## config.mk

```make
export PLATFORM = sky130hd
export DESIGN_NAME = scps_slave
export DESIGN_NICKNAME = d
export VERILOG_FILES = /design/src/design/scps_pkg.sv /design/src/design/scps_regmem.sv /design/src/design/scps_slave.sv
export SDC_FILE = /design/constraint.sdc
export NUM_CORES = 1
export LEC_CHECK = 0
export ABC_CLOCK_PERIOD_IN_PS = 7100
export BUFFER_PORTS_ARGS = -buffer_cell sky130_fd_sc_hd__buf_4
export CAP_MARGIN = 20
export CORE_AREA = 2 2 266 268
export DETAILED_ROUTE_END_ITERATION = 8
export DIE_AREA = 0 0 268 270
export GPL_TIMING_DRIVEN = 0
export PLACE_DENSITY = 0.57
export SLEW_MARGIN = 20
export SYNTH_ARGS = -nofsm -noshare
export SYNTH_HDL_FRONTEND = slang
export SYNTH_HIERARCHICAL = 1
export SYNTH_SLANG_ARGS = --single-unit
```

## constraint.sdc

```tcl
create_clock -name core_clk -period 7.1 [get_ports core_clk]
set_input_delay 1.065 -clock core_clk [delete_from_list [all_inputs] [get_ports core_clk]]
set_output_delay 1.065 -clock core_clk [all_outputs]
set_load 0.03 [all_outputs]
```

## src/design/scps_pkg.sv

```systemverilog
// Purpose: shared constants of the serial configuration port slave
// Assumes: 20 MHz core clock, serial clock sampled as an ordinary input
// Notes: instruction is 16 bits, register address space is 15 bits
package scps_pkg;
  localparam int unsigned SCPS_INSTR_BITS = 16;
  localparam int unsigned SCPS_ADDR_BITS = 15;
  localparam int unsigned SCPS_DATA_BITS = 8;
  localparam int unsigned SCPS_CNT_BITS = 5;
  localparam logic [4:0] SCPS_INSTR_LAST = 5'h0f;
  localparam logic [2:0] SCPS_BYTE_LAST = 3'h7;
  localparam logic [2:0] SCPS_NIBBLE_LAST = 3'h3;
  localparam logic [14:0] SCPS_CFG_ADDR = 15'h0000;
  // field positions of the interface configuration register
  localparam int unsigned SCPS_SRST_HI = 7;
  localparam int unsigned SCPS_LSB_HI = 6;
  localparam int unsigned SCPS_STEP_HI = 5;
  localparam int unsigned SCPS_SDO_HI = 4;
  localparam int unsigned SCPS_SDO_LO = 3;
  localparam int unsigned SCPS_STEP_LO = 2;
  localparam int unsigned SCPS_LSB_LO = 1;
  localparam int unsigned SCPS_SRST_LO = 0;
  localparam logic [7:0] SCPS_CFG_RESET = 8'h00;
  localparam logic [7:0] SCPS_CFG_WMASK = 8'h7e;
  localparam logic [7:0] SCPS_NIB_MASK = 8'h0f;
  localparam int unsigned SCPS_MEM_DEPTH = 64;
  localparam int unsigned SCPS_SCK_MAX_MHZ = 100;
  typedef enum logic [2:0]
  {
    SCPS_ST_INSTR = 3'b001,
    SCPS_ST_DATA = 3'b010,
    SCPS_ST_IDLE = 3'b100
  } scps_state_t;
endpackage

```

## src/design/scps_regmem.sv

```systemverilog
// Purpose: small register store behind the serial configuration port
// Assumes: one write port and one read port on core_clk
// Notes: read data comes out of a register, one cycle after the address
`timescale 1ns/1ps
`default_nettype none
module scps_regmem #(
  parameter int unsigned DEPTH = 64,
  parameter int unsigned AW = 6
)
(
  input wire logic core_clk,
  input wire logic wr_en,
  input wire logic [AW-1:0] wr_addr,
  input wire logic [7:0] wr_data,
  input wire logic [AW-1:0] rd_addr,
  output logic [7:0] rd_data
);
  logic [7:0] mem [DEPTH];

  // words beyond the address reach could never be written or read
  if (DEPTH > (1 << AW))
  begin : g_bad_depth
    $error("depth exceeds address width");
  end

  // write and registered read; no reset, memory content is undefined at start
  always_ff @(posedge core_clk)
  begin
    if (wr_en)
    begin
      mem[wr_addr] <= wr_data;
    end
    rd_data <= mem[rd_addr];
  end
endmodule
`default_nettype wire

```

## src/design/scps_slave.sv

```systemverilog
// Purpose: serial configuration port slave, 3- or 4-wire, msb or lsb first
// Assumes: sck and cs_n come from the master, sampled on core_clk
// Notes: serial clock must stay well below core_clk/4 for clean edge detection
`timescale 1ns/1ps
`default_nettype none
module scps_slave #(
  parameter int unsigned MEM_DEPTH = scps_pkg::SCPS_MEM_DEPTH,
  parameter int unsigned MEM_AW = 6
)
(
  input wire logic core_clk,
  input wire logic reset_n,
  input wire logic sck,
  input wire logic cs_n,
  input wire logic sdio_in,
  output logic sdio_out,
  output logic sdio_oe,
  output logic sdo,
  output logic sdo_oe,
  output logic [7:0] cfg_reg,
  output logic soft_reset_pulse
);
  import scps_pkg::*;

  // ----------------------------------------------------------------
  // parameter checks
  // ----------------------------------------------------------------
  // the store is indexed by the low address bits, so it cannot be wider than
  // the serial address; a depth past the address reach would leave holes
  if (MEM_AW > SCPS_ADDR_BITS || MEM_DEPTH < 1)
  begin : g_bad_shape
    $error("memory shape not supported");
  end
  if (MEM_DEPTH > (1 << MEM_AW))
  begin : g_bad_depth
    $error("memory depth exceeds its address width");
  end

  // ----------------------------------------------------------------
  // input synchronisers
  // ----------------------------------------------------------------
  logic [1:0] sck_sync_ff;
  logic [1:0] cs_sync_ff;
  logic [1:0] sdi_sync_ff;
  logic sck_d_ff;

  // two stages per pin; only stage 1 is ever read
  always_ff @(posedge core_clk or negedge reset_n)
  begin
    if (!reset_n)
    begin
      sck_sync_ff <= 2'h0;
      cs_sync_ff <= 2'h3;
      sdi_sync_ff <= 2'h0;
      sck_d_ff <= 1'b0;
    end
    else
    begin
      sck_sync_ff <= {sck_sync_ff[0], sck};
      cs_sync_ff <= {cs_sync_ff[0], cs_n};
      sdi_sync_ff <= {sdi_sync_ff[0], sdio_in};
      sck_d_ff <= sck_sync_ff[1];
    end
  end

  wire sck_s = sck_sync_ff[1];
  wire cs_s = cs_sync_ff[1];
  wire sdi_s = sdi_sync_ff[1];
  // edges count only while chip select is low, so a clock parked by a master is harmless
  wire sck_rise = sck_s & ~sck_d_ff & ~cs_s;
  wire sck_fall = ~sck_s & sck_d_ff & ~cs_s;

  // ----------------------------------------------------------------
  // configuration decode
  // ----------------------------------------------------------------
  logic [7:0] cfg_ff;
  wire lsb_first = cfg_ff[SCPS_LSB_HI] | cfg_ff[SCPS_LSB_LO];
  wire step_up = cfg_ff[SCPS_STEP_HI] | cfg_ff[SCPS_STEP_LO];
  wire four_wire = cfg_ff[SCPS_SDO_HI] | cfg_ff[SCPS_SDO_LO];

  // mirror a nibble so each bit pair stays in step whichever half was written
  function automatic logic [7:0] mirror_cfg(input logic [7:0] v);
    logic [7:0] m;
    m = 8'h00;
    for (int i = 0; i < 8; i++)
    begin
      m[i] = v[i] | v[7 - i];
    end
    return m;
  endfunction

  // ----------------------------------------------------------------
  // sequencer
  // ----------------------------------------------------------------
  scps_state_t state_ff;
  scps_state_t nxt_state;
  logic [4:0] cnt_ff;
  logic [15:0] instr_ff;
  logic [7:0] shift_ff;
  logic [14:0] addr_ff;
  logic rd_ff;
  logic [7:0] tx_ff;
  logic load_ff;

  wire instr_done = (state_ff == SCPS_ST_INSTR) && (cnt_ff == SCPS_INSTR_LAST) && sck_rise;
  wire byte_done = (state_ff == SCPS_ST_DATA) && (cnt_ff[2:0] == SCPS_BYTE_LAST) && sck_rise;
  // in msb-first order the newest bit enters at bit 0, else at the top
  wire [15:0] instr_nxt = lsb_first ? {sdi_s, instr_ff[15:1]} : {instr_ff[14:0], sdi_s};
  wire [7:0] shift_nxt = lsb_first ? {sdi_s, shift_ff[7:1]} : {shift_ff[6:0], sdi_s};
  // lsb first puts the flag last, so it lands at bit 15 as well
  wire instr_rd = instr_nxt[15];
  wire [14:0] instr_addr = instr_nxt[14:0];
  wire [14:0] addr_step = step_up ? addr_ff + 15'h0001 : addr_ff - 15'h0001;

  always_comb
  begin
    nxt_state = state_ff;
    unique case (state_ff)
      SCPS_ST_IDLE:
      begin
        if (!cs_s)
        begin
          nxt_state = SCPS_ST_INSTR;
        end
      end
      SCPS_ST_INSTR:
      begin
        if (cs_s)
        begin
          nxt_state = SCPS_ST_IDLE;
        end
        else if (instr_done)
        begin
          nxt_state = SCPS_ST_DATA;
        end
      end
      SCPS_ST_DATA:
      begin
        if (cs_s)
        begin
          nxt_state = SCPS_ST_IDLE;
        end
      end
    endcase
  end

  // counters and shifters; a rise of cs_n drops any partial byte
  always_ff @(posedge core_clk or negedge reset_n)
  begin
    if (!reset_n)
    begin
      state_ff <= SCPS_ST_IDLE;
      cnt_ff <= 5'h00;
      instr_ff <= 16'h0000;
      shift_ff <= 8'h00;
      addr_ff <= 15'h0000;
      rd_ff <= 1'b0;
    end
    else
    begin
      state_ff <= nxt_state;
      if (cs_s)
      begin
        cnt_ff <= 5'h00;
      end
      else if (sck_rise)
      begin
        cnt_ff <= instr_done ? 5'h00 : cnt_ff + 5'h01;
        if (state_ff == SCPS_ST_INSTR)
        begin
          instr_ff <= instr_nxt;
        end
        else
        begin
          shift_ff <= shift_nxt;
        end
        if (instr_done)
        begin
          addr_ff <= instr_addr;
          rd_ff <= instr_rd;
        end
        else if (byte_done)
        begin
          addr_ff <= addr_step;
        end
      end
    end
  end

  // ----------------------------------------------------------------
  // register writes
  // ----------------------------------------------------------------
  wire cfg_hit = (addr_ff == SCPS_CFG_ADDR);
  wire wr_byte = byte_done && !rd_ff;
  // first nibble on the wire, whatever the bit order, carries the soft reset bit
  wire [7:0] first_nib = lsb_first ? (shift_nxt & SCPS_NIB_MASK) : (shift_nxt & ~SCPS_NIB_MASK);
  wire [7:0] cfg_new = mirror_cfg(first_nib) & SCPS_CFG_WMASK;
  wire soft_rst = wr_byte && cfg_hit && (first_nib[SCPS_SRST_HI] | first_nib[SCPS_SRST_LO]);
  wire mem_wr = wr_byte && !cfg_hit;

  // config takes effect at the byte's last bit; soft reset clears it
  always_ff @(posedge core_clk or negedge reset_n)
  begin
    if (!reset_n)
    begin
      cfg_ff <= SCPS_CFG_RESET;
      soft_reset_pulse <= 1'b0;
    end
    else
    begin
      soft_reset_pulse <= soft_rst;
      if (soft_rst)
      begin
        cfg_ff <= SCPS_CFG_RESET;
      end
      else if (wr_byte && cfg_hit)
      begin
        cfg_ff <= cfg_new;
      end
    end
  end

  assign cfg_reg = cfg_ff;

  // ----------------------------------------------------------------
  // register store and read path
  // ----------------------------------------------------------------
  logic [7:0] mem_rdata;
  // next read address is known one rise ahead of the byte's first fall
  wire [14:0] rd_addr_sel = instr_done ? instr_addr : (byte_done ? addr_step : addr_ff);

  scps_regmem #(
    .DEPTH(MEM_DEPTH),
    .AW(MEM_AW)
  ) u_regmem (
    .core_clk(core_clk),
    .wr_en(mem_wr),
    .wr_addr(addr_ff[MEM_AW-1:0]),
    .wr_data(shift_nxt),
    .rd_addr(rd_addr_sel[MEM_AW-1:0]),
    .rd_data(mem_rdata)
  );

  wire [7:0] rd_src = cfg_hit ? cfg_ff : mem_rdata;
  wire tx_bit = lsb_first ? tx_ff[0] : tx_ff[7];

  // load the byte one cycle after a boundary, shift on each falling edge
  // the store answers one cycle after its address, hence the wait before loading
  always_ff @(posedge core_clk or negedge reset_n)
  begin
    if (!reset_n)
    begin
      load_ff <= 1'b0;
      tx_ff <= 8'h00;
      sdio_out <= 1'b0;
      sdo <= 1'b0;
    end
    else
    begin
      load_ff <= ((instr_done || byte_done) && rd_ff) || (instr_done && instr_rd);
      if (load_ff)
      begin
        tx_ff <= rd_src;
      end
      else if (sck_fall && state_ff == SCPS_ST_DATA && rd_ff)
      begin
        sdio_out <= tx_bit;
        sdo <= tx_bit;
        tx_ff <= lsb_first ? {1'b0, tx_ff[7:1]} : {tx_ff[6:0], 1'b0};
      end
    end
  end

  // drive only during a read data phase with chip select low
  wire rd_phase = (state_ff == SCPS_ST_DATA) && rd_ff && !cs_s;
  assign sdio_oe = rd_phase && !four_wire;
  assign sdo_oe = rd_phase && four_wire;
endmodule
`default_nettype wire

```

==> results.txt, run 1 <==
n_diodes: 0
largest register by flop count: u_regmem/mem
Final Cycle Share: 0.7689
mean post-synth cell area: 17.66 µm²
met2 Track Usage GR: 0.2655
Slew @ Worst Pin: 1.072 ns
Yosys cell types: 68
min Tclk post-route: 5.459 ns
Starting Density: 0.3472
largest net degree at the start of global routing: 70
HPWL Detailed: 39.51 mm
Setup Fix Bufs, Post-CTS: 0
#FFs+latches synth: 589
Rel. slew slack: 0.2829
CP arrival: 5.90 ns
pwr dens: 286.7 nW/µm²
antenna-violating nets left: 0
FP Rows: 97
Leak: 8.757 nW
CTS tree: yes
final worst slack: 1.641 ns
Post-synth EDFFs: 512
RSZ-0062 raised after global routing: no
PortBufs: 15
DR pass1 iterations: 5
Post-CTS Resized: 0
Cells after Synth: 1367
CTS sink count: 589
max cap viols: 0
Post-Syn Area: 24140 µm²
clk_lat worst skew: 0.66 ns
CTS max path bufs: 3
worst hold margin: 0.3545 ns
hold_buf cts: 0
fillcell total: 6253
worst setup path class: reg2reg
Die Ht: 270 µm
worst-path fanout max: 10
clk slew on worst S/H paths: 0.06 ns
CP Launch Type: flip-flop
Post-route DRC: 0
clock root buffer: clkbuf_16
Die X-Extent: 268 µm
CP required: 7.54 ns
H-tree levels: 2
layout cells sized above 1: 0.2188
Area Growth Syn to Fin: 14.42%
DRT iter0 DRCs: 1365
initial antenna violation count: 2
DR WL/cell: 24.63 µm
gpl congestion: 0.8812
final setup vio count: 0
global-route met3 utilization: 0.02854
Seq/Total Area, Yosys: 0.7152
vias in the first global route: 13.32k
Vias: 13.24k
maximum vdd drop: 0.0002199 V
Tot GR Track Use: 0.1672
largest registers: u_regmem/mem: 512 flops, instr_ff: 16 flops, addr_ff: 15 flops
clock skew: 0.03426 ns
fraction of registers with async set/reset: 0.1171
core area: 69540 µm²
final slew viol count: 0
full die area: 72360 µm²
Top FF cell, synth: edfxtp_1
r2r setup slk: 1.64 ns
NumNets Final: 1475
IO Count: 18
flip-flop count of the largest register after layout: 512
first-pass GRT wire length: 89.07 mm
DR vias/cell: 5.416
Achievable Freq: 0.1832 GHz
drt total wl: 60.20 mm
grt peak-use layer: met2
Yosys warnings: 6
Core Util, Final: 0.3972
Inserted Clock Buffers: 60
run status: finished clean
Final Power: 0.007918 W
setup tns final: 0 ns
DP Worst Slack: 1.787 ns
GR Layer Usage met1: 0.2394
CP endpoint kind: flip-flop
GRT overflow: 0
Min-Delay Path Class: reg2reg
Final Hold Fails: 0
## placed cells by master (no fill, tap or decap), drive strengths merged, types with 5 or more instances in the layout
cell type,instances
edfxtp,512
mux4,126
nor2,112
clkbuf,103
nand2,83
buf,70
dfrtp,66
o21ai,48
mux2i,41
a21oi,35
clkinv,34
mux2,21
o221ai,21
nor2b,18
nand3,18
ha,16
inv,16
nand2b,14
nor3,14
xor2,9
o22ai,9
a211oi,8
dfxtp,8
a31oi,7
a221oi,7
a21o,5
nor4,5
## metal layers
metal  up-vias  wire [µm]
li1       5641          -
met1      7060      25980
met2       455      28690
met3        80       4226
met4         0       1302
met5         -          0
## layout make-up
type                            instances  area [µm²]  share of cell area
Buffer                                 80       486.7             0.01762
Clock buffer                           70        1539             0.05571
Clock inverter                         43       377.9             0.01368
Inverter                               15       56.30            0.002038
Multi-Input combinational cell        684        6416              0.2323
Sequential cell                       589       17270              0.6250
Tap cell                              940        1176             0.04258
Timing Repair Buffer                   23       305.3             0.01105
## cell usage after synthesis (12+ instances only)
cell type,count,area (µm²)
edfxtp_1,512,15370
mux4_2,126,2838
nor2_1,112,420.4
nand2_1,80,300.3
dfrtp_1,66,1652
o21ai_0,46,230.2
mux2i_1,41,410.4
a21oi_1,35,175.2
clkbuf_1,33,123.9
mux2_2,21,236.5
buf_4,19,142.6
nand3_1,18,90.09
nor2b_1,18,112.6
ha_1,16,200.2
o221ai_1,16,140.1
inv_1,15,56.30
nand2b_1,14,87.58
nor3_1,14,70.07
buf_2,12,60.06
## worst max-delay path, cell delays in order, from the launching register on
cell and delay, ns:
dfrtp_1 0.42, nand2b_1 0.20, nor3_1 0.43, nand3_1 0.46
clkbuf_1 0.41, o221ai_1 0.33, buf_2 0.33, buf_4 0.31
clkbuf_1 0.73, buf_2 0.53, o221ai_1 0.20, o21a_1 0.19
o41ai_1 0.69
## report_power, final
part / switching (W) / total (W) / leakage (nW) / internal, W
combinational: 0.000503 / 0.000664 / 2.19 / 0.000161
sequential: 0.0000328 / 0.00420 / 5.63 / 0.00417
clock: 0.00134 / 0.00305 / 0.936 / 0.00171
total: 0.00188 / 0.00792 / 8.76 / 0.00604
## logic make-up (layout without fill, tap and decap cells)
family	after synthesis	in the layout	share of synthesized area
mux	188	188	0.1443
flops	589	589	0.7152
other cells	1	2	0.0001553
fa+ha+maj	17	17	0.009121
simple gates	285	285	0.05302
buf+inv	95	231	0.02249
compound gates	179	179	0.05100
xor+xnor	13	13	0.004716
## through the flow
| step | instance area, µm² | std cells |
|---|---|---|
| 2_1_floorplan | 24150 | 1368 |
| 3_3_place_gp | 25430 | 2323 |
| 3_5_place_dp | 25710 | 2331 |
| 4_1_cts | 27620 | 2444 |
| 5_1_grt | 27620 | 2444 |
| 6_report | 27620 | 2444 |
## final timing paths
check                                from                   to  depth (start not counted)
min reg2reg                sck_sync_ff[0]       sck_sync_ff[1]                          0
max in group asynchronous         reset_n          addr_ff[10]                          1
max                           state_ff[0]  u_regmem/rd_data[5]                         12
min                        sck_sync_ff[0]       sck_sync_ff[1]                          0
max reg2reg                   state_ff[0]  u_regmem/rd_data[5]                         12
min in group asynchronous         reset_n                  sdo                          1
Power figures use the tool's default switching activity.
==> run 2: changes to the inputs <==
Settings changed: ABC_CLOCK_PERIOD_IN_PS 7100 to 4800, PLACE_DENSITY 0.57 to 0.59.
Clock period 7.1 ns to 4.8 ns, I/O delays scaled along.
==> run 2 against run 1 <==
Against the previous run: global-route usage is 0.12 points lower; utilization is 0.48 points higher; largest power group unchanged; cell area is 1.2% higher; critical path type unchanged; sequential cell count stayed put.
==> results.txt, run 2 (synthesis gave the netlist of run 1 again) <==
H-tree levels: 2
Achievable Freq: 0.2118 GHz
most common cell after layout, fill and taps aside: edfxtp_1
clk_lat worst skew: 0.63 ns
Rel. slew slack: 0.3182
worst-path fanout max: 10
full die area: 72360 µm²
flip-flop and latch area: 17270 µm²
clock root buffer: clkbuf_16
worst reg2reg startpoint: state_ff[1]
CTS tree: yes
DP Area: 25680 µm²
Final Hold Fails: 0
CP endpoint kind: flip-flop
Starting Density: 0.3472
DR vias/cell: 5.359
DR WL/cell: 24.45 µm
max cap viols: 0
Leak: 8.904 nW
FP Rows: 97
CP Launch Type: flip-flop
Inserted Clock Buffers: 60
CTS sink count: 589
n_diodes: 0
DRT iter0 DRCs: 1471
Core Util, Final: 0.4020
drt total wl: 59.77 mm
CTS max path bufs: 3
maximum vdd drop: 0.0003029 V
footprint of the multi-input gates: 6496 µm²
Final Cycle Share: 0.9837
largest net degree at the start of global routing: 70
PortBufs: 15
CP Capture Point: u_regmem/rd_data[5]
fillcell total: 6210
worst hold margin: 0.1941 ns
r2r setup slk: 0.08 ns
Post-route DRC: 0
final non-filler cell area: 27960 µm²
pwr dens: 437.6 nW/µm²
Die Ht: 270 µm
layout cells sized above 1: 0.2407
final setup vio count: 0
final slew viol count: 0
Final Power: 0.01224 W
Pint: 0.009423 W
worst setup path class: reg2reg
most frequent cells in the layout: edfxtp_1 (512), mux4_2 (126), nor2_1 (107)
clock share of power: 0.413
GRT overflow: 0
largest registers: u_regmem/mem: 512 flops, instr_ff: 16 flops, addr_ff: 15 flops
HPWL Detailed: 39.11 mm
Sw Pwr: 0.002812 W
core area: 69540 µm²
power share of the combinational group: 0.079
largest register by flop count: u_regmem/mem
Vias: 13.10k
Switching Fraction: 0.2299
NumNets Final: 1474
DR pass1 iterations: 7
Min-Delay Path Class: in2reg
IO Count: 18
CP arrival: 5.17 ns
run status: finished clean
vias in the first global route: 13.24k
first-pass GRT wire length: 88.44 mm
Slew @ Worst Pin: 1.019 ns
reg2reg end: u_regmem/rd_data[5]
Seq pwr share: 0.508
clk slew on worst S/H paths: 0.06 ns
initial antenna violation count: 1
r2r worst-path depth: 16
Die X-Extent: 268 µm
setup tns final: 0 ns
Tot GR Track Use: 0.1660
hold_buf cts: 0
RSZ-0062 raised after global routing: yes
gpl congestion: 0.8546
flip-flop count of the largest register after layout: 512
Area Growth Syn to Fin: 15.81%
antenna-violating nets left: 0
CP required: 5.24 ns
clock skew: 0.02269 ns
min Tclk post-route: 4.722 ns
Critical path origin: state_ff[1]
-- run 2: cell types whose count changed in the layout (fill, tap and decap cells not counted), moves of 3 or more --
cell and delta:
buf_2 -6, buf_4 +3, bufinv_16 +8, clkbuf_1 -14, clkbuf_2 +8, clkbuf_4 +5
clkbuf_8 +3, clkinv_1 -5, clkinv_2 -6, clkinvlp_4 +3, inv_6 +4, nor2_1 -5
nor2_2 +5
-- run 2: cell type report --
class	count	share of cell area
clock buffers	69	0.05688
plain buffers	79	0.01844
multi-input cells	684	0.2323
repair buffers	23	0.01020
inverters	15	0.002014
clock inverters	45	0.02054
well taps	940	0.04207
flip-flops and latches	589	0.6175
-- run 2: worst min path at each step --
stage / startpoint / endpoint / slack (ns) / depth (start not counted)
6_report: sdio_in / sdi_sync_ff[0] / 0.19 / 1
5_1_grt: sdio_in / sdi_sync_ff[0] / 0.17 / 1
4_1_cts: sck / sck_sync_ff[0] / 0.16 / 1
3_5_place_dp: sck_sync_ff[0] / sck_sync_ff[1] / 0.34 / 0
3_3_place_gp: sdi_sync_ff[0] / sdi_sync_ff[1] / 0.34 / 0
2_1_floorplan: sck_sync_ff[0] / sck_sync_ff[1] / 0.33 / 0
-- run 2: power by group through the flow --
| stage | registers, W | clock network [W] | logic (W) |
|---|---|---|---|
| after detailed placement | 0.00632 | 0 | 0.000984 |
| final | 0.00622 | 0.00505 | 0.000970 |
| after floorplan | 0.00636 | 0 | 0.000415 |
| after CTS | 0.00622 | 0.00515 | 0.000986 |
| after global placement | 0.00646 | 0 | 0.000743 |
| after global routing | 0.00622 | 0.00534 | 0.00106 |
-- run 2: worst max-delay path, cell delays in order (launching register included) --
cell and delay, ns:
dfrtp_1 0.41, nand2b_1 0.20, or4_4 0.43, buf_6 0.15
or2_1 0.21, buf_6 0.14, buf_1 0.28, o221ai_1 0.30
buf_4 0.30, buf_2 0.33, buf_4 0.30, clkbuf_4 0.34
nand3_2 0.28, o221ai_1 0.37, a21oi_1 0.08, o21ai_1 0.20
o41ai_2 0.20
-- run 2: metal layers --
layer  track usage  part of all wire  vias up
li1              -                 -     5625
met1        0.2277              0.42     6919
met2        0.2678              0.48      449
met3       0.03218             0.066      102
met4       0.04954             0.028        2
met5             0           0.00018        -
-- run 2: through the flow --
| stage | instances | worst slack (ns) |
|---|---|---|
| 2_1_floorplan | 1368 | 0.4025 |
| 3_3_place_gp | 2323 | -3.176 |
| 3_5_place_dp | 2330 | -0.5573 |
| 4_1_cts | 2444 | 0.02696 |
| 5_1_grt | 2444 | -0.02272 |
| 6_report | 2444 | 0.07819 |
-- run 2: timing repair --
item	in CTS	in global routing
pin swaps	0	1
setup endpoints to repair	86	32
resized for setup	21	17
cloned	0	0
setup buffers	0	1
